$ cat config.mk
export PLATFORM = sky130hd
export DESIGN_NAME = csfm_top
export DESIGN_NICKNAME = d
export VERILOG_FILES = /design/src/csfm_pkg.sv /design/src/csfm_sync_if.sv /design/src/csfm_edge_sync.sv /design/src/csfm_top.sv
export SDC_FILE = /design/constraint.sdc
export NUM_CORES = 1
export LEC_CHECK = 0
export BUFFER_PORTS_ARGS = -buffer_cell sky130_fd_sc_hd__buf_2
export CAP_MARGIN = 25
export CORE_MARGIN = 5
export CORE_UTILIZATION = 45
export DETAILED_ROUTE_END_ITERATION = 12
export GPL_TIMING_DRIVEN = 1
export PLACE_DENSITY = 0.67
export SLEW_MARGIN = 20
export SYNTH_ARGS = -nofsm -noshare
export SYNTH_HDL_FRONTEND = slang
export SYNTH_HIERARCHICAL = 1
export SYNTH_SLANG_ARGS = --single-unit
$ cat constraint.sdc
create_clock -name ref_clk_i -period 1.7 [get_ports ref_clk_i]
set_input_delay 0.17 -clock ref_clk_i [delete_from_list [all_inputs] [get_ports ref_clk_i]]
set_output_delay 0.17 -clock ref_clk_i [all_outputs]
set_load 0.01 [all_outputs]
$ cat src/csfm_pkg.sv
// Package of constants, codes and types for the capacitive sense measurement block.
package csfm_pkg;

    ////////////////////////////////////////////////////////////////////////////////
    // Widths of the register port and of the synchroniser bank.
    localparam int unsigned ADDR_W = 4; // Register address width in bits.
    localparam int unsigned DATA_W = 8; // Register data width in bits.
    localparam int unsigned SYNC_N = 4; // Number of pin inputs brought into the clock domain.

    // Positions of the pin inputs inside the synchroniser bank.
    localparam int unsigned SYNC_OSC = 0; // Sensing oscillator comparator output.
    localparam int unsigned SYNC_T0PIN = 1; // Timer0 external clock pin.
    localparam int unsigned SYNC_T1GATE = 2; // Timer1 gate pin.
    localparam int unsigned SYNC_T1PIN = 3; // Timer1 external clock pin.

    ////////////////////////////////////////////////////////////////////////////////
    // Register offsets.
    localparam logic [3:0] OFS_SENSE_CTRL = 4'h0; // Sense control register.
    localparam logic [3:0] OFS_TIMER_CFG = 4'h1; // Timer configuration register.
    localparam logic [3:0] OFS_TMR0 = 4'h2; // Timer0 count.
    localparam logic [3:0] OFS_STATUS = 4'h3; // Overflow flag and gate level.
    localparam logic [3:0] OFS_TMR1_LO = 4'h4; // Timer1 count, low byte.
    localparam logic [3:0] OFS_TMR1_HI = 4'h5; // Timer1 count, high byte.

    // Field positions in the sense control register.
    localparam int unsigned BIT_MODULE_EN = 7; // Module enable.
    localparam int unsigned BIT_RANGE_SEL = 6; // Reference range select.
    localparam int unsigned BIT_CUR_LO = 2; // Low bit of the two-bit current range code.
    localparam int unsigned BIT_OSC_STATUS = 1; // Read-only oscillator status.
    localparam int unsigned BIT_T0_EXT_SEL = 0; // Timer0 external select.

    // Field positions in the timer configuration register.
    localparam int unsigned BIT_T0_CLK_SRC = 0; // Timer0 clock source.
    localparam int unsigned BIT_T1_CLK_LO = 1; // Low bit of the two-bit Timer1 clock select.
    localparam int unsigned BIT_T1_ON = 3; // Timer1 on.
    localparam int unsigned BIT_T1_GATE_EN = 4; // Timer1 gate enable.
    localparam int unsigned BIT_T1_GATE_TGL = 5; // Timer1 gate toggle mode.
    localparam int unsigned BIT_T1_GATE_SRC = 6; // Gate source: 0 pin, 1 Timer0 overflow.

    // Field positions in the status register.
    localparam int unsigned BIT_T0_OVF = 0; // Timer0 overflow flag, write one to clear.
    localparam int unsigned BIT_GATE_LVL = 1; // Current Timer1 gate level.

    // Writable bits of the two configuration registers.
    localparam logic [7:0] CTRL_WR_MASK = 8'hCD; // Bits 5, 4 and 1 are not writable.
    localparam logic [7:0] CFG_WR_MASK = 8'h7F; // Bit 7 is reserved.

    // Reset values.
    localparam logic [7:0] RST_SENSE_CTRL = 8'h00; // Module off, low range.
    localparam logic [7:0] RST_TIMER_CFG = 8'h00; // Timer1 off, internal clocks.
    localparam logic [7:0] RST_TMR0 = 8'h00; // Timer0 cleared.
    localparam logic [15:0] RST_TMR1 = 16'h0000; // Timer1 cleared.
    localparam logic [7:0] TMR0_MAX = 8'hFF; // Timer0 value that overflows on the next tick.

    ////////////////////////////////////////////////////////////////////////////////
    // Timer1 clock select codes.
    localparam logic [1:0] T1CLK_INSTR = 2'h0; // Instruction clock.
    localparam logic [1:0] T1CLK_SYS = 2'h1; // System clock.
    localparam logic [1:0] T1CLK_PIN = 2'h2; // External clock pin.
    localparam logic [1:0] T1CLK_OSC = 2'h3; // Sensing oscillator.

    // Current range codes, also the drive level put out to the pad.
    localparam logic [1:0] CUR_OFF = 2'h0; // No drive.
    localparam logic [1:0] CUR_LOW = 2'h1; // Low current.
    localparam logic [1:0] CUR_MED = 2'h2; // Medium current.
    localparam logic [1:0] CUR_HIGH = 2'h3; // High current.

    // The instruction clock is one core cycle in this many.
    localparam int unsigned INSTR_DIV = 4; // Core cycles per instruction cycle.
    localparam logic [1:0] INSTR_DIV_LAST = 2'(INSTR_DIV - 1); // Last divider count.

    ////////////////////////////////////////////////////////////////////////////////
    // Power modes of the sensing oscillator, one-hot.
    typedef enum logic [7:0] {
        CSFM_MODE_OFF = 8'h01,
        CSFM_MODE_LO_LOW = 8'h02,
        CSFM_MODE_LO_MED = 8'h04,
        CSFM_MODE_LO_HIGH = 8'h08,
        CSFM_MODE_NOISE = 8'h10,
        CSFM_MODE_HI_LOW = 8'h20,
        CSFM_MODE_HI_MED = 8'h40,
        CSFM_MODE_HI_HIGH = 8'h80
    } csfm_mode_t;

endpackage

$ cat src/csfm_sync_if.sv
// Interface carrying synchronised pin levels and their rising edges.
`timescale 1ns/100ps
`default_nettype none
interface csfm_sync_if;
    logic [csfm_pkg::SYNC_N-1:0] level; // Synchronised levels.
    logic [csfm_pkg::SYNC_N-1:0] rise; // One-cycle pulse on each rising edge.
    modport src (output level, output rise);
    modport dst (input level, input rise);
endinterface
`default_nettype wire

$ cat src/csfm_edge_sync.sv
// Two-flop synchroniser bank with rising edge detection for the pin inputs.
`timescale 1ns/100ps
`default_nettype none
module csfm_edge_sync (
    // Clock and reset.
    input wire logic ref_clk_i,
    input wire logic srst_i,
    // Asynchronous inputs.
    input wire logic [csfm_pkg::SYNC_N-1:0] async_i,
    // Synchronised results.
    csfm_sync_if.src sync_bus
);

    ////////////////////////////////////////////////////////////////////////////////
    logic [csfm_pkg::SYNC_N-1:0] meta_ff; // First stage, read only by the second stage.
    logic [csfm_pkg::SYNC_N-1:0] sync_ff; // Second stage, safe to use.
    logic [csfm_pkg::SYNC_N-1:0] prev_ff; // Second stage delayed, for edge detection.

    // The three stages shift together; only sync_ff and prev_ff feed any logic.
    always_ff @(posedge ref_clk_i) begin
        if (srst_i) begin
            meta_ff <= '0;
            sync_ff <= '0;
            prev_ff <= '0;
        end else begin
            meta_ff <= async_i;
            sync_ff <= meta_ff;
            prev_ff <= sync_ff;
        end
    end

    ////////////////////////////////////////////////////////////////////////////////
    // Each input yields one pulse per rising edge, so a count is neither lost nor doubled.
    genvar gi;
    generate
        for (gi = 0; gi < csfm_pkg::SYNC_N; gi = gi + 1) begin : g_edge
            assign sync_bus.rise[gi] = sync_ff[gi] & ~prev_ff[gi];
        end
    endgenerate

    // Levels leave straight from the second stage.
    assign sync_bus.level = sync_ff;

endmodule
`default_nettype wire

$ cat src/csfm_top.sv
// Capacitive sense oscillator control, mode decode and oscillator-clocked timers.
//
// Chosen here: the plain strobed port and the register offsets.
`timescale 1ns/100ps
`default_nettype none
// What this block does
// Range bit picks converter/fixed or ground/supply thresholds.
// Low range code: off, low, medium, high.
// High range code zero: noise detect, drive off.
// Noise on the pin still clocks the comparator.
// External select, clock source clear: oscillator clocks Timer0.
// Timer1 select code three: oscillator clocks Timer1.
// Timer1 off, free running, or gated.
// Time base comes from another resource.
// Time base from Timer0 overflow and gate toggle.
// Clear timer at start, capture at end.
// Frequency is count over time base.
// Loaded run uses same base, counts lower.
// Threshold halfway between unloaded and loaded.
// Oscillator keeps running in sleep while enabled.
// Timer0 does not count during sleep.
// Comparator synchronised and edge detected before counting.
module csfm_top (
    // Clock and reset.
    input wire logic ref_clk_i,
    input wire logic srst_i,
    // Register port.
    input wire logic [csfm_pkg::ADDR_W-1:0] reg_addr_i,
    input wire logic [csfm_pkg::DATA_W-1:0] reg_wdata_i,
    input wire logic reg_wr_i,
    input wire logic reg_rd_i,
    output logic [csfm_pkg::DATA_W-1:0] reg_rdata_o,
    // Device state.
    input wire logic sleep_i,
    // Pins and analogue comparator, all asynchronous.
    input wire logic osc_cmp_i,
    input wire logic t0_pin_i,
    input wire logic t1_gate_pin_i,
    input wire logic t1_pin_i,
    // Analogue oscillator controls.
    output logic osc_enable_o,
    output logic current_drive_en_o,
    output logic [1:0] current_level_o,
    output logic noise_detect_o,
    output logic ref_lo_converter_o,
    output logic ref_hi_fixed_reference_o
);

    ////////////////////////////////////////////////////////////////////////////////
    // Returns one when a register access hits the given offset.
    function automatic logic csfm_hit(input logic [3:0] addr, input logic [3:0] ofs);
        csfm_hit = (addr == ofs);
    endfunction

    // Maps enable, range select and current code onto a power mode.
    function automatic csfm_pkg::csfm_mode_t csfm_decode(input logic en, input logic rsel,
                                                         input logic [1:0] code);
        csfm_decode = csfm_pkg::CSFM_MODE_OFF;
        if (en && !rsel) begin
            case (code)
                csfm_pkg::CUR_LOW: csfm_decode = csfm_pkg::CSFM_MODE_LO_LOW;
                csfm_pkg::CUR_MED: csfm_decode = csfm_pkg::CSFM_MODE_LO_MED;
                csfm_pkg::CUR_HIGH: csfm_decode = csfm_pkg::CSFM_MODE_LO_HIGH;
                default: csfm_decode = csfm_pkg::CSFM_MODE_OFF;
            endcase
        end else if (en) begin
            case (code)
                csfm_pkg::CUR_LOW: csfm_decode = csfm_pkg::CSFM_MODE_HI_LOW;
                csfm_pkg::CUR_MED: csfm_decode = csfm_pkg::CSFM_MODE_HI_MED;
                csfm_pkg::CUR_HIGH: csfm_decode = csfm_pkg::CSFM_MODE_HI_HIGH;
                default: csfm_decode = csfm_pkg::CSFM_MODE_NOISE;
            endcase
        end
    endfunction

    ////////////////////////////////////////////////////////////////////////////////
    // Registers and state.
    logic [7:0] ctrl_ff; // Sense control bits.
    logic [7:0] cfg_ff; // Timer configuration bits.
    logic [7:0] tmr0_ff; // Timer0 count.
    logic [15:0] tmr1_ff; // Timer1 count.
    logic t0_ovf_ff; // Sticky Timer0 overflow flag.
    logic gate_lvl_ff; // Timer1 gate level in effect.
    logic [1:0] div_ff; // Instruction clock divider.
    logic instr_tick_ff; // One-cycle instruction clock enable.
    csfm_pkg::csfm_mode_t nxt_mode; // Power mode decoded from the control bits.
    logic [7:0] rdata_ff; // Read data, valid in the cycle after a read strobe.

    // Decoded strobes and timer events.
    logic wr_ctrl, wr_cfg, wr_tmr0, wr_stat, wr_t1lo, wr_t1hi;
    logic t0_tick; // Timer0 counts this cycle.
    logic t1_clk_tick; // Timer1 clock edge this cycle, before the gate.
    logic t1_tick; // Timer1 counts this cycle.
    logic t0_ovf_pulse; // Timer0 wraps this cycle.
    logic gate_src_lvl; // Level of the chosen gate source.
    logic gate_src_rise; // Rising edge of the chosen gate source.

    // Synchronised pin levels and edges.
    csfm_sync_if sync_bus ();

    csfm_edge_sync u_sync (
        .ref_clk_i (ref_clk_i),
        .srst_i (srst_i),
        .async_i ({t1_pin_i, t1_gate_pin_i, t0_pin_i, osc_cmp_i}),
        .sync_bus (sync_bus)
    );

    ////////////////////////////////////////////////////////////////////////////////
    // Write strobe decode.
    assign wr_ctrl = reg_wr_i && csfm_hit(reg_addr_i, csfm_pkg::OFS_SENSE_CTRL);
    assign wr_cfg = reg_wr_i && csfm_hit(reg_addr_i, csfm_pkg::OFS_TIMER_CFG);
    assign wr_tmr0 = reg_wr_i && csfm_hit(reg_addr_i, csfm_pkg::OFS_TMR0);
    assign wr_stat = reg_wr_i && csfm_hit(reg_addr_i, csfm_pkg::OFS_STATUS);
    assign wr_t1lo = reg_wr_i && csfm_hit(reg_addr_i, csfm_pkg::OFS_TMR1_LO);
    assign wr_t1hi = reg_wr_i && csfm_hit(reg_addr_i, csfm_pkg::OFS_TMR1_HI);

    // Control registers keep only their writable bits.
    always_ff @(posedge ref_clk_i) begin
        if (srst_i) begin
            ctrl_ff <= csfm_pkg::RST_SENSE_CTRL;
            cfg_ff <= csfm_pkg::RST_TIMER_CFG;
        end else begin
            if (wr_ctrl) begin
                ctrl_ff <= reg_wdata_i & csfm_pkg::CTRL_WR_MASK;
            end
            if (wr_cfg) begin
                cfg_ff <= reg_wdata_i & csfm_pkg::CFG_WR_MASK;
            end
        end
    end

    ////////////////////////////////////////////////////////////////////////////////
    // Power mode decode and the analogue controls that follow from it.
    assign nxt_mode = csfm_decode(ctrl_ff[csfm_pkg::BIT_MODULE_EN],
                                  ctrl_ff[csfm_pkg::BIT_RANGE_SEL],
                                  ctrl_ff[csfm_pkg::BIT_CUR_LO +: 2]);

    // Sleep is not an input here: the oscillator runs on while the module is enabled, except at low range code zero.
    always_ff @(posedge ref_clk_i) begin
        if (srst_i) begin
            osc_enable_o <= 1'b0;
            current_drive_en_o <= 1'b0;
            current_level_o <= csfm_pkg::CUR_OFF;
            noise_detect_o <= 1'b0;
            ref_lo_converter_o <= 1'b0;
            ref_hi_fixed_reference_o <= 1'b0;
        end else begin
            // Threshold sources follow the range bit alone.
            ref_lo_converter_o <= ctrl_ff[csfm_pkg::BIT_RANGE_SEL];
            ref_hi_fixed_reference_o <= ctrl_ff[csfm_pkg::BIT_RANGE_SEL];
            case (nxt_mode)
                csfm_pkg::CSFM_MODE_OFF: begin
                    osc_enable_o <= 1'b0;
                    current_drive_en_o <= 1'b0;
                    current_level_o <= csfm_pkg::CUR_OFF;
                    noise_detect_o <= 1'b0;
                end
                csfm_pkg::CSFM_MODE_NOISE: begin
                    // Comparator stays alive, pad drive stops.
                    osc_enable_o <= 1'b1; // , see
                    current_drive_en_o <= 1'b0;
                    current_level_o <= csfm_pkg::CUR_OFF;
                    noise_detect_o <= 1'b1;
                end
                default: begin
                    // The other six modes drive the pad at the coded level.
                    osc_enable_o <= 1'b1;
                    current_drive_en_o <= 1'b1;
                    current_level_o <= ctrl_ff[csfm_pkg::BIT_CUR_LO +: 2];
                    noise_detect_o <= 1'b0;
                end
            endcase
        end
    end

    ////////////////////////////////////////////////////////////////////////////////
    // Instruction clock enable: one core cycle in four.
    always_ff @(posedge ref_clk_i) begin
        if (srst_i) begin
            div_ff <= 2'h0;
            instr_tick_ff <= 1'b0;
        end else begin
            div_ff <= (div_ff == csfm_pkg::INSTR_DIV_LAST) ? 2'h0 : div_ff + 2'h1;
            instr_tick_ff <= (div_ff == csfm_pkg::INSTR_DIV_LAST);
        end
    end

    // Timer0 clock choice; the comparator edge counts in every mode, noise detect too.
    always_comb begin
        if (ctrl_ff[csfm_pkg::BIT_T0_EXT_SEL] && !cfg_ff[csfm_pkg::BIT_T0_CLK_SRC]) begin
            t0_tick = sync_bus.rise[csfm_pkg::SYNC_OSC]; // , see
        end else if (cfg_ff[csfm_pkg::BIT_T0_CLK_SRC]) begin
            t0_tick = sync_bus.rise[csfm_pkg::SYNC_T0PIN];
        end else begin
            t0_tick = instr_tick_ff;
        end
        t0_tick = t0_tick && !sleep_i;
    end

    // Timer1 clock choice; the core clocks stop in sleep, the outside ones do not.
    always_comb begin
        case (cfg_ff[csfm_pkg::BIT_T1_CLK_LO +: 2])
            csfm_pkg::T1CLK_INSTR: t1_clk_tick = instr_tick_ff && !sleep_i;
            csfm_pkg::T1CLK_SYS: t1_clk_tick = !sleep_i;
            csfm_pkg::T1CLK_PIN: t1_clk_tick = sync_bus.rise[csfm_pkg::SYNC_T1PIN];
            default: t1_clk_tick = sync_bus.rise[csfm_pkg::SYNC_OSC]; // , see
        endcase
    end

    assign t0_ovf_pulse = t0_tick && !wr_tmr0 && (tmr0_ff == csfm_pkg::TMR0_MAX);
    assign gate_src_lvl = cfg_ff[csfm_pkg::BIT_T1_GATE_SRC] ? t0_ovf_ff
                                                            : sync_bus.level[csfm_pkg::SYNC_T1GATE];
    assign gate_src_rise = cfg_ff[csfm_pkg::BIT_T1_GATE_SRC] ? t0_ovf_pulse
                                                             : sync_bus.rise[csfm_pkg::SYNC_T1GATE];
    // Off, free running, or counting only while the gate is open.
    assign t1_tick = t1_clk_tick && cfg_ff[csfm_pkg::BIT_T1_ON] &&
                     (!cfg_ff[csfm_pkg::BIT_T1_GATE_EN] || gate_lvl_ff);

    ////////////////////////////////////////////////////////////////////////////////
    // Timer0 count and sticky overflow flag; a new overflow beats a clear.
    always_ff @(posedge ref_clk_i) begin
        if (srst_i) begin
            tmr0_ff <= csfm_pkg::RST_TMR0;
            t0_ovf_ff <= 1'b0;
        end else begin
            if (wr_tmr0) begin
                tmr0_ff <= reg_wdata_i;
            end else if (t0_tick) begin
                tmr0_ff <= tmr0_ff + 8'h01;
            end
            if (t0_ovf_pulse) begin
                t0_ovf_ff <= 1'b1;
            end else if (wr_stat && reg_wdata_i[csfm_pkg::BIT_T0_OVF]) begin
                t0_ovf_ff <= 1'b0;
            end
        end
    end

    // Gate level: follows the source, or toggles on each source edge in toggle mode.
    always_ff @(posedge ref_clk_i) begin
        if (srst_i) begin
            gate_lvl_ff <= 1'b0;
        end else if (!cfg_ff[csfm_pkg::BIT_T1_GATE_TGL]) begin
            gate_lvl_ff <= gate_src_lvl;
        end else if (gate_src_rise) begin
            gate_lvl_ff <= !gate_lvl_ff;
        end
    end

    // Timer1 count; a byte write wins over a tick in the same cycle.
    always_ff @(posedge ref_clk_i) begin
        if (srst_i) begin
            tmr1_ff <= csfm_pkg::RST_TMR1;
        end else if (wr_t1lo) begin
            tmr1_ff[7:0] <= reg_wdata_i;
        end else if (wr_t1hi) begin
            tmr1_ff[15:8] <= reg_wdata_i;
        end else if (t1_tick) begin
            tmr1_ff <= tmr1_ff + 16'h0001;
        end
    end

    ////////////////////////////////////////////////////////////////////////////////
    // Read data for one cycle after the strobe; unmapped offsets read zero.
    always_ff @(posedge ref_clk_i) begin
        if (srst_i || !reg_rd_i) begin
            rdata_ff <= 8'h00;
        end else if (csfm_hit(reg_addr_i, csfm_pkg::OFS_SENSE_CTRL)) begin
            rdata_ff <= ctrl_ff | (8'(sync_bus.level[csfm_pkg::SYNC_OSC])
                                   << csfm_pkg::BIT_OSC_STATUS);
        end else if (csfm_hit(reg_addr_i, csfm_pkg::OFS_TIMER_CFG)) begin
            rdata_ff <= cfg_ff;
        end else if (csfm_hit(reg_addr_i, csfm_pkg::OFS_TMR0)) begin
            rdata_ff <= tmr0_ff;
        end else if (csfm_hit(reg_addr_i, csfm_pkg::OFS_STATUS)) begin
            rdata_ff <= (8'(t0_ovf_ff) << csfm_pkg::BIT_T0_OVF) |
                        (8'(gate_lvl_ff) << csfm_pkg::BIT_GATE_LVL);
        end else if (csfm_hit(reg_addr_i, csfm_pkg::OFS_TMR1_LO)) begin
            rdata_ff <= tmr1_ff[7:0];
        end else if (csfm_hit(reg_addr_i, csfm_pkg::OFS_TMR1_HI)) begin
            rdata_ff <= tmr1_ff[15:8];
        end else begin
            rdata_ff <= 8'h00;
        end
    end

    assign reg_rdata_o = rdata_ff;

endmodule
`default_nettype wire

# Word level (Yosys, flattened, before mapping)
# Cells that the tools add are included.
[word_totals]
register_bits = 67
inputBits = 21
out_inout_bits = 15
elab_cells = 111
[classes]
add_sub_neg = 3
eq_ne = 16
muxes = 28
bitwise_logic = 11
reduce_logical = 35
[op_table]
columns = ["cell", "n"]
rows = [
  ["$mux 8", 13],
  ["$pmux 8 s3", 1],
  ["$add 16x1->16 const B", 1],
  ["$mux 16", 1],
  ["$logic_and 1x1->1", 15],
  ["$pmux 4 s3", 1],
  ["$mux 1", 11],
  ["$add 8x1->8 const B", 1],
  ["$eq 2x2->1 const B", 4],
  ["$eq 4x2->1 const B", 2],
  ["$eq 4x3->1 const B", 2],
  ["$eq 8x1->1 const B", 1],
  ["$eq 8x5->1 const B", 1],
  ["$eq 8x8->1 const B", 1],
  ["$or 8x2->8", 1],
  ["$reduce_bool 2->1", 4],
  ["$logic_not 1->1", 7],
  ["$not 1->1", 5],
  ["$and 1x1->1", 4],
  ["$eq 2x1->1 const B", 2],
  ["$eq 4x1->1 const B", 1],
  ["$logic_not 4->1", 1],
  ["$reduce_and 2->1", 2],
  ["$reduce_or 2->1", 2],
  ["other kinds (8)", 9],
]

# Logic depth before layout (Yosys ltp)
# Gate-level depths: netlist of the first run.
[depth]
word_depth = 10
depth_mapped = 7
ltp_nobuf = 6

# Cells and area by module
# The synthesis of the first run kept the hierarchy.
[modules_own_cells]
columns = ["module", "instances", "cells_each", "area_each_um2"]
rows = [
  ["csfm_top", 1, 357, 3037.9],
  ["csfm_edge_sync", 1, 29, 391.6],
]

# Worst setup path after synthesis of the first run
# Ideal clock, no wire load.
[synth_timing]
kind = "register to register"
start = "register u_sync.sync_ff (netlist bit u_sync/sync_bus.level[0])"
end = "register gate_lvl_ff"
arrival_ns = 1.687
required_time_ns = 1.584
slack_ns = -0.103
path_stages_with_launch = 7
synth_period_minus_slack_ns = 1.803
cell_sequence = "dfxtp_1 -> nor2b_1 -> mux2i_1 -> a2111oi_4 -> a41oi_1 -> xnor2_1 -> a31o_2"
[synth_via]
elab_chain_cells = 7
[synth_lines]
columns = ["item", "line", "text"]
rows = [
  ["start: declaration", "csfm_edge_sync.sv:16", "logic [csfm_pkg::SYNC_N-1:0] sync_ff;"],
  ["start signal: assignment", "csfm_edge_sync.sv:27", "sync_ff <= meta_ff;"],
  ["$and 1x1->1", "csfm_edge_sync.sv:37", "assign sync_bus.rise[gi] = sync_ff[gi] & ~prev_ff[gi];"],
  ["named net sync_bus.rise, one bit", "csfm_sync_if.sv:6", "logic [csfm_pkg::SYNC_N-1:0] rise;"],
  ["$mux 1", "csfm_top.sv:190", "if (ctrl_ff[csfm_pkg::BIT_T0_EXT_SEL] && !cfg_ff[csfm_pkg::BIT_T0_CLK_SRC]) begin"],
  ["$logic_and 1x1->1", "csfm_top.sv:197", "t0_tick = t0_tick && !sleep_i;"],
  ["$logic_and 1x1->1 (2 in series)", "csfm_top.sv:210", "assign t0_ovf_pulse = t0_tick && !wr_tmr0 && (tmr0_ff == csfm_pkg::TMR0_MAX);"],
  ["$mux 1", "csfm_top.sv:213", "assign gate_src_rise = cfg_ff[csfm_pkg::BIT_T1_GATE_SRC] ? t0_ovf_pulse"],
  ["$ne 2x1->1 (no source line)", "n/a", ""],
  ["end signal: assignment", "csfm_top.sv:244", "gate_lvl_ff <= gate_src_lvl;"],
  ["end signal: assignment", "csfm_top.sv:246", "gate_lvl_ff <= !gate_lvl_ff;"],
  ["end: declaration", "csfm_top.sv:83", "logic gate_lvl_ff;"],
]
# The timed path passes the listed nets, and every way through them passes these cells.
# A chain may end at the register's enable or synchronous reset.

# Worst setup path in the final report of the first run
[layout_timing]
start = "register u_sync.sync_ff (netlist bit u_sync/sync_bus.level[0])"
end = "register tmr0_ff[5]"
[layout_via]
elab_chain_cells = 4
[layout_lines]
columns = ["item", "line", "text"]
rows = [
  ["$and 1x1->1", "csfm_edge_sync.sv:37", ""],
  ["named net sync_bus.rise, one bit", "csfm_sync_if.sv:6", ""],
  ["$mux 1", "csfm_top.sv:190", ""],
  ["$logic_and 1x1->1", "csfm_top.sv:197", ""],
  ["$reduce_bool 2->1 (no source line)", "n/a", ""],
  ["end signal: assignment", "csfm_top.sv:223", "tmr0_ff <= csfm_pkg::RST_TMR0;"],
  ["end signal: assignment", "csfm_top.sv:227", "tmr0_ff <= reg_wdata_i;"],
  ["end signal: assignment", "csfm_top.sv:229", "tmr0_ff <= tmr0_ff + 8'h01;"],
  ["end: declaration", "csfm_top.sv:80", "logic [7:0] tmr0_ff;"],
]
# The timed path passes the listed nets, and every way through them passes these cells.

==> results of run 1 <==
==> report_power, final <==
part           total, mW  internal [mW]  switching, mW
logic              0.311          0.132          0.179
clock network       1.29          0.670          0.618
registers           1.62           1.60         0.0218
==> timing repair <==
action | CTS | global route
setup buffers | 3 | 2
endpoints found under the setup margin | 5 | 19
hold buffers | 0 | 0
gates cloned | 0 | 1
gates resized for setup | 6 | 20
pin swaps | 6 | 3
==> layout make-up <==
type | instances | area (um^2)
fill | 672 | 2990
multi-input combinational | 290 | 2070
sequential | 67 | 1350
timing repair buffer | 87 | 592
clock buffer | 9 | 124
tap | 99 | 124
clock inverter | 6 | 67.6
inverter | 5 | 18.8
==> state kept, by name, indices dropped and copies added, names as in the netlist, 4 cells and up <==
register	count
tmr1_ff	16
reg_rdata_o	8
u_sync/sync_bus.level	4
u_sync/meta_ff	4
u_sync/prev_ff	4
cfg_ff	7
tmr0_ff	8
ctrl_ff	5
==> metal layers <==
layer	vias up	share of wire
li1	1564	-
met1	1489	0.44
met2	101	0.45
met3	28	0.073
met4	0	0.031
met5	-	0
==> placed cells by master, fill, tap and decap left out, drive strengths merged, types with 8 or more instances in the layout <==
master	count
nor3	14
a211oi	10
a21oi	34
nor2b	25
nor2	37
o21ai	10
nand2	32
nand4	8
and3	8
mux2i	15
a22oi	8
clkbuf	9
buf	87
dfxtp	67
nand3	11
==> how the worst min path moves through the flow <==
stage	slack, ns	start	cells past startpoint	end
after floorplan	0.30	osc_cmp_i	1	u_sync/meta_ff[0]$_SDFF_PP0_
after global placement	0.38	osc_cmp_i	2	u_sync/meta_ff[0]$_SDFF_PP0_
after detailed placement	0.38	osc_cmp_i	2	u_sync/meta_ff[0]$_SDFF_PP0_
after CTS	0.01	osc_cmp_i	2	u_sync/meta_ff[0]$_SDFF_PP0_
after global routing	0.01	osc_cmp_i	2	u_sync/meta_ff[0]$_SDFF_PP0_
final	0.02	osc_cmp_i	2	u_sync/meta_ff[0]$_SDFF_PP0_
==> metrics by stage <==
stage / hold WS [ns] / worst slack (ns) / cell area, um^2 / utilization
global placement: 0.381 / 0.0258 / 3970 / 0.542
global route: 0.0149 / -0.0723 / 4340 / 0.592
floorplan: 0.299 / 0.0337 / 3440 / -
finish: 0.0236 / 0.0429 / 4340 / 0.592
CTS: 0.0135 / -0.00406 / 4220 / 0.575
detailed placement: 0.383 / -0.0171 / 3970 / 0.542
==> logic make-up (layout without fill, tap and decap cells) <==
kind of cell	Yosys count	after routing	share of synthesized area
AND/OR/NAND/NOR	161	161	0.257
AO/OA/AOI/OAI	101	101	0.223
flip-flops	67	67	0.391
buffers and inverters	29	107	0.0438
multiplexers	17	17	0.0536
XOR/XNOR	8	8	0.0204
adder cells (fa/ha/maj)	3	3	0.0109
==> impl_metrics.yaml, run 1 <==
outcome:
  status: "finished clean"
critical_path:
  worst-path-buf-inv: 0
  crit_family: "compound AO/OA/AOI/OAI gates"
  crit_arrival_ns: 1.92
  crit_type: "flip-flop to flip-flop"
  worst-path-stages: 6
  rr_worst_depth: 6
  startpoint_type: "flip-flop"
  reg2reg_slack_ns: 0.04
  worstPathMaxFanout: 3
  cpPeakStageDelay_ns: 0.43
  endpoint: "tmr0_ff[5]$_SDFFE_PP0P_"
  critPathSlowestCell: "a2111oi_4"
  r2r_end: "tmr0_ff[5]$_SDFFE_PP0P_"
  crit_path_cell_trace: "nor2b_4 -> mux2i_4 -> a2111oi_4 -> nand4_1 -> xor2_1 -> a211oi_2"
  startpoint: "u_sync/sync_bus.level[0]$_SDFF_PP0_"
  r2r_start: "u_sync/sync_bus.level[0]$_SDFF_PP0_"
  required_ns: 1.97
  end_kind: "flip-flop"
sta:
  tightest_slew_ns: 0.477
  fin_skew_ns: 0.00678
  rsz0062_at_grt: "yes"
  fin_setup_tns_ns: 0
  period_needed_ns: 1.66
  max_freq_mhz: 603
  final_hold_viol_count: 0
  slew_headroom: 0.682
  fin_crit_sh: 0.975
  setup_viol: 0
  slew_viol_final: 0
placed_design:
  dp.cells: 542
  place.detailed.hpwl_um: 7000
  gp_congestion: 0.943
  io_buffer_count: 35
synthesis:
  synth_cell_types: 62
  async_flop_share: 0
  syn_area_um2: 3430
  yosysSeqAreaShare: 0.391
  synth_edf_count: 0
  synth_top_cell_by_area: "dfxtp_1"
  syn_inst: 386
  synth_top_area_share: 0.391
  synth_seq_cells: 67
  synth-main-ff-cell: "dfxtp_1"
  synth.area.top_cells: "dfxtp_1 (39%), a21oi_1 (4.7%), mux2i_1 (4.4%)"
  synth_area_per_cell_um2: 8.88
  ys_warn_count: 6
  synth_fp_nets: 410
  yosysMostFrequentCell: "dfxtp_1"
  post_synth_most_frequent_cells: "dfxtp_1 (67), nor2_1 (37), a21oi_1 (32), nand2_1 (32)"
power:
  finalPower_mw: 3.22
  leakage_nw: 1.68
  power_density_nw_per_um2: 743
  ir_drop_mv: 0.595
detailed_routing:
  vias_per_cell: 5.65
  postRouteAntennaNets: 0
  drtPass1Iterations: 4
  routed_wl_um: 9750
  vias: 3182
  wl_per_cell_um: 17.3
  first_iter_violations: 318
  drc_errors: 0
min_path:
  hp-class: "input port to flip-flop"
flow_run:
  max_cap_violations: 0
global_routing:
  grt_max_degree: 33
  use_met2: 0.313
  antenna_found_initial: 0
  grt_pass1_vias: 3047
  grtUsageMet1: 0.279
  grt_pass1_wl_um: 15600
  busiest_layer: "met2"
  grt_usage: 0.206
  grt-ovfl-total: 0
  groute.layer.met3.usage: 0.0438
cells_and_area:
  nets: 484
  drive_gt1_frac: 0.328
  diodes: 0
  synthToLayoutAreaGrowth_pct: 26.5
  final_cell_count_no_fill: 563
die:
  io_pins: 36
  start_util: 0.468
  die-area_um2: 9470
  die_h_um: 97.3
  rows: 31
  die-width_um: 97.3
  core_region_area_um2: 7330
clock_tree:
  clk_pin_slew_ns: 0.08
  cts_max_level: 3
  clock_sink_count: 67
  clockRootBuffer: "clkbuf_8"
  numCtsBuffers: 9
  cts_buffer_depth: 2
  clock_latency_ns: 0.35
  cts_tree: "done"
Note: power is estimated with default switching activity, not from simulation.
==> run 2, diff against run 1 <==
--- a/config.mk
+++ b/config.mk
@@ -5,6 +5,7 @@
 export SDC_FILE = /design/constraint.sdc
 export NUM_CORES = 1
 export LEC_CHECK = 0
+export ABC_AREA = 1
 export BUFFER_PORTS_ARGS = -buffer_cell sky130_fd_sc_hd__buf_2
 export CAP_MARGIN = 25
 export CORE_MARGIN = 5
==> run 2 against run 1 <==
Maximum frequency is 8.9% higher; final area is 11% lower; area after synthesis is 1.9% lower; flip-flop and latch count stayed put; core utilization is 5.8 points lower; first-iteration DRC count is 0.31% lower; clock power is 18% higher; highest routed layer unchanged.
==> impl_metrics.yaml, run 2 <==
synthesis:
  ys_warn_count: 6
  synth_cell_types: 38
  synth_fp_nets: 519
  yosysSeqAreaShare: 0.399
  synth_edf_count: 0
  synth_top_area_share: 0.399
  synth_top_cell_by_area: "dfxtp_1"
  synth_area_per_cell_um2: 6.79
  async_flop_share: 0
  synth-main-ff-cell: "dfxtp_1"
  synth.area.top_cells: "dfxtp_1 (40%), nand2_1 (13%), nor2_1 (7.1%)"
  syn_inst: 495
  syn_area_um2: 3360
  post_synth_most_frequent_cells: "nand2_1 (115), dfxtp_1 (67), nor2_1 (64), inv_1 (63), a21oi_1 (38)"
  yosysMostFrequentCell: "nand2_1"
  synth_seq_cells: 67
power:
  p_switching_mw: 0.850
  power.share.clock: 0.451
  power.share.switching: 0.253
  comb_power_share: 0.065
  leakage_nw: 1.59
  power_density_nw_per_um2: 867
  internal_power_mw: 2.51
  p_seq_frac: 0.483
  ir_drop_mv: 0.495
die:
  die-width_um: 96.5
  start_util: 0.464
  die-area_um2: 9300
  rows: 31
  die_h_um: 96.5
  core_region_area_um2: 7250
  io_pins: 36
critical_path:
  required_ns: 1.99
  startpoint_type: "flip-flop"
  end_kind: "flip-flop"
  worstPathMaxFanout: 9
  crit_type: "flip-flop to flip-flop"
  crit_arrival_ns: 1.82
placed_design:
  place.detailed.hpwl_um: 6810
  gp_congestion: 0.974
  io_buffer_count: 35
  place_ws_ns: 0.111
clock_tree:
  post_cts_buffers: 0
  numCtsBuffers: 9
  cts_resized: 0
  clk_pin_slew_ns: 0.08
  cts_buffer_depth: 2
  clockRootBuffer: "clkbuf_8"
  clock_latency_ns: 0.36
  clock_sink_count: 67
  cts_max_level: 3
  cts-hold-fix-buffers: 0
  cts_tree: "done"
min_path:
  hp-class: "input port to flip-flop"
sta:
  setup_viol: 0
  fin_skew_ns: 0.00693
  slew_headroom: 0.741
  fin_hold_ws_ns: 0.00977
  max_freq_mhz: 657
  tightest_slew_ns: 0.388
  fin_ws_ns: 0.178
  period_needed_ns: 1.52
  fin_crit_sh: 0.895
  rsz0062_at_grt: "no"
  final_hold_viol_count: 0
  slew_viol_final: 0
  fin_setup_tns_ns: 0
detailed_routing:
  first_iter_violations: 317
  drc_errors: 0
  vias_per_cell: 5.16
  drtPass1Iterations: 5
  postRouteAntennaNets: 0
  vias: 3310
  routed_wl_um: 9210
  wl_per_cell_um: 14.4
cells_and_area:
  drive_gt1_frac: 0.146
  synthToLayoutAreaGrowth_pct: 15.2
  seq_area_um2: 1340
  diodes: 0
  fin_util: 0.534
  largest_reg_flops: 16
  final_cell_mix: "nand2_1 (115), dfxtp_1 (65), inv_1 (63)"
  layout_commonest_cell: "nand2_1"
  regMostFlops: "tmr1_ff"
  fillers: 755
  multi_input_area_um2: 1690
  nets: 561
global_routing:
  grt_max_degree: 35
  grt_usage: 0.213
  grt_pass1_vias: 2916
  grt_pass1_wl_um: 14900
  antenna_found_initial: 0
  grt-ovfl-total: 0
flow_run:
  max_cap_violations: 0
outcome:
  status: "finished clean"
[run 2: power groups by stage]
stage | combinational (mW) | sequential, mW | clock, mW
finish | 0.220 | 1.62 | 1.52
global route | 0.245 | 1.63 | 1.61
CTS | 0.219 | 1.62 | 1.53
detailed placement | 0.218 | 1.66 | 0
global placement | 0.213 | 1.66 | 0
floorplan | 0.134 | 1.65 | 0
[run 2: final timing paths]
check                               start                                   to  slack (ns)  cells after the start
max                cfg_ff[2]$_SDFFE_PP0P_              tmr1_ff[2]$_SDFFE_PP0P_        0.18                     10
min                         t1_gate_pin_i         u_sync/meta_ff[2]$_SDFF_PP0_        0.01                      3
max reg2reg        cfg_ff[2]$_SDFFE_PP0P_              tmr1_ff[2]$_SDFFE_PP0P_        0.18                     10
min reg2reg  u_sync/meta_ff[3]$_SDFF_PP0_  u_sync/sync_bus.level[3]$_SDFF_PP0_        0.40                      2
[run 2: through the flow]
stage	cells	total power, mW	cell area, um^2
2_1_floorplan	495	1.79	3360
3_3_place_gp	625	1.87	3640
3_5_place_dp	625	1.88	3640
4_1_cts	641	3.37	3870
5_1_grt	641	3.48	3870
6_report	641	3.36	3870
[run 2: layer usage]
metal | vias up | routed length, um | GRT usage
li1 | 1686 | - | -
met1 | 1486 | 4170 | 0.297
met2 | 125 | 4100 | 0.326
met3 | 13 | 853 | 0.0473
met4 | 0 | 94 | 0.0678
met5 | - | 0 | 0
[run 2: logic make-up after synthesis]
group                      count (synthesis)  share of synthesized area
AOI/OAI and AO/OA                        101                      0.165
xor gates and xnor gates                   3                    0.00781
adders and majority gates                  3                     0.0112
buffers and inverters                     80                      0.100
DFF                                       67                      0.399
and+or+nand+nor                          241                      0.317
[run 2: final cells by class]
type / count / area share
repair buffers: 41 / 0.0568
multi-input cells: 348 / 0.436
inverters: 70 / 0.0704
well taps: 99 / 0.0320
flip-flops and latches: 67 / 0.347
clock inverters: 7 / 0.0262
clock buffers: 9 / 0.0320
[run 2: worst max-delay path: stages, from the launching register on]
cell and delay, ns:
dfxtp_1 0.39, inv_1 0.09, nand2_1 0.07, nand2_1 0.05, nor2_1 0.09, nand3_1 0.19, nand2_1 0.18, nand2_4 0.10
clkinv_4 0.09, o21ai_0 0.09, a21oi_1 0.12
==> run 3, diff against run 2 <==
--- a/config.mk
+++ b/config.mk
@@ -12,9 +12,10 @@
 export CORE_UTILIZATION = 45
 export DETAILED_ROUTE_END_ITERATION = 12
 export GPL_TIMING_DRIVEN = 1
-export PLACE_DENSITY = 0.67
+export PLACE_DENSITY = 0.65
 export SLEW_MARGIN = 20
 export SYNTH_ARGS = -nofsm -noshare
 export SYNTH_HDL_FRONTEND = slang
 export SYNTH_HIERARCHICAL = 1
 export SYNTH_SLANG_ARGS = --single-unit
+export TNS_END_PERCENT = 5
==> constraint.sdc (replaced) <==
create_clock -name ref_clk_i -period 1.9 [get_ports ref_clk_i]
set_input_delay 0.19 -clock ref_clk_i [delete_from_list [all_inputs] [get_ports ref_clk_i]]
set_output_delay 0.19 -clock ref_clk_i [all_outputs]
set_load 0.01 [all_outputs]
==> run 3 against run 2 <==
First-iteration DRC count is 3.8% lower; total power is 12% lower; critical path depth is 1 lower; setup slack worse by 0.0096 ns.
==> impl_metrics.yaml, run 3 (synthesized netlist as in run 2, its figures left out) <==
cells_and_area:
  drive_gt1_frac: 0.132
  regMostFlops: "tmr1_ff"
  design_area_um2: 3830
  nets: 558
  fillers: 758
  synthToLayoutAreaGrowth_pct: 14.0
  diodes: 0
  largest_reg_flops: 16
  final_cell_mix: "nand2_1 (115), dfxtp_1 (67), nor2_1 (64)"
  layout_commonest_cell: "nand2_1"
min_path:
  hp-class: "input port to flip-flop"
  holdPathStages: 3
  worstHoldEndpoint: "u_sync/meta_ff[3]$_SDFF_PP0_"
  holdCritStartpoint: "t1_pin_i"
clock_tree:
  clock_latency_ns: 0.35
  clock_sink_count: 67
  cts_tree: "done"
  cts_max_level: 3
  clk_pin_slew_ns: 0.08
  cts_resized: 0
  numCtsBuffers: 9
  cts-hold-fix-buffers: 0
  clockRootBuffer: "clkbuf_8"
  cts_buffer_depth: 2
  post_cts_buffers: 0
critical_path:
  r2r_end: "tmr1_ff[10]$_SDFFE_PP0P_"
  required_ns: 2.18
  crit_type: "flip-flop to flip-flop"
  r2r_start: "tmr1_ff[1]$_SDFFE_PP0P_"
  end_kind: "flip-flop"
  worstPathMaxFanout: 5
  rr_worst_depth: 9
  reg2reg_slack_ns: 0.17
  crit_arrival_ns: 2.02
  startpoint_type: "flip-flop"
sta:
  tightest_slew_ns: 0.455
  period_needed_ns: 1.73
  setup_viol: 0
  max_freq_mhz: 578
  fin_ws_ns: 0.169
  rsz0062_at_grt: "no"
  final_hold_viol_count: 0
  slew_viol_final: 0
  fin_crit_sh: 0.911
  fin_skew_ns: 0.00883
  slew_headroom: 0.696
  fin_setup_tns_ns: 0
die:
  die-width_um: 96.5
  die_h_um: 96.5
  rows: 31
  start_util: 0.464
  core_region_area_um2: 7250
  io_pins: 36
  die-area_um2: 9300
power:
  leakage_nw: 1.57
  finalPower_mw: 2.94
  ir_drop_mv: 0.363
  power_density_nw_per_um2: 768
flow_run:
  max_cap_violations: 0
detailed_routing:
  routed_wl_um: 9310
  vias_per_cell: 5.28
  postRouteAntennaNets: 0
  drtPass1Iterations: 5
  wl_per_cell_um: 14.6
  drc_errors: 0
  first_iter_violations: 305
  vias: 3364
global_routing:
  grt_max_degree: 35
  grt_pass1_vias: 2995
  grt_usage: 0.209
  grt-ovfl-total: 0
  antenna_found_initial: 0
  grt_pass1_wl_um: 14600
placed_design:
  gp_congestion: 0.977
  placed_area_um2: 3620
  place_ws_ns: 0.255
  place.detailed.hpwl_um: 6800
  io_buffer_count: 35
outcome:
  status: "finished clean"
-- run 3: changes by cell type in the layout (fill, tap and decap cells not counted) --
cell and delta:
inv_8 -1, o21ai_1 -2, clkinv_4 -1, o21ai_0 +2
buf_4 -3, nor2_2 -2, inv_6 +1, dfxtp_2 -2
dfxtp_1 +2, nor2_1 +2
-- run 3: worst max-delay path: stages, from the launching register on --
cell     delay [ns]
dfxtp_1        0.38
ha_1           0.21
nand2_1        0.11
nor2_1         0.31
nand2_1        0.15
o21ai_0        0.19
nand3_1        0.09
nand2_1        0.07
nand2_1        0.04
a21oi_1        0.12
-- run 3: cell type report --
type | instances | area, um^2 | share of cell area
multi-input combinational | 348 | 1680 | 0.439
sequential | 67 | 1340 | 0.350
inverter | 70 | 273 | 0.0711
timing repair buffer | 38 | 198 | 0.0516
clock buffer | 9 | 124 | 0.0323
tap | 99 | 124 | 0.0323
clock inverter | 6 | 90.1 | 0.0235
-- run 3: routing by layer --
metal  part of all wire  GRT usage
met5                  0          0
met4              0.036     0.0935
met3              0.082     0.0581
met2               0.42      0.301
met1               0.46      0.290
-- run 3: worst max path at each step --
stage / start / endpoint / slack (ns)
after floorplan: tmr1_ff[1]$_SDFFE_PP0P_ / tmr1_ff[10]$_SDFFE_PP0P_ / 0.49
after global placement: reg_addr_i[3] / tmr0_ff[4]$_SDFFE_PP0P_ / 0.34
after detailed placement: tmr1_ff[1]$_SDFFE_PP0P_ / tmr1_ff[10]$_SDFFE_PP0P_ / 0.26
after CTS: tmr1_ff[1]$_SDFFE_PP0P_ / tmr1_ff[10]$_SDFFE_PP0P_ / 0.23
after global routing: tmr1_ff[1]$_SDFFE_PP0P_ / tmr1_ff[10]$_SDFFE_PP0P_ / 0.006
final: tmr1_ff[1]$_SDFFE_PP0P_ / tmr1_ff[10]$_SDFFE_PP0P_ / 0.17
-- run 3: power breakdown --
group | internal (mW) | leakage [nW] | switching (mW) | total [mW]
combinational | 0.0621 | 0.918 | 0.134 | 0.196
sequential | 1.43 | 0.543 | 0.0202 | 1.45
clock | 0.735 | 0.106 | 0.560 | 1.30
total | 2.23 | 1.57 | 0.714 | 2.94
-- run 3: through the flow --
step                hold slack, ns  std cells  utilization
finish                      0.0391        637        0.529
floorplan                    0.261        495            -
global placement             0.389        622        0.499
detailed placement           0.395        622        0.499
global route                0.0326        637        0.529
CTS                         0.0299        637        0.529
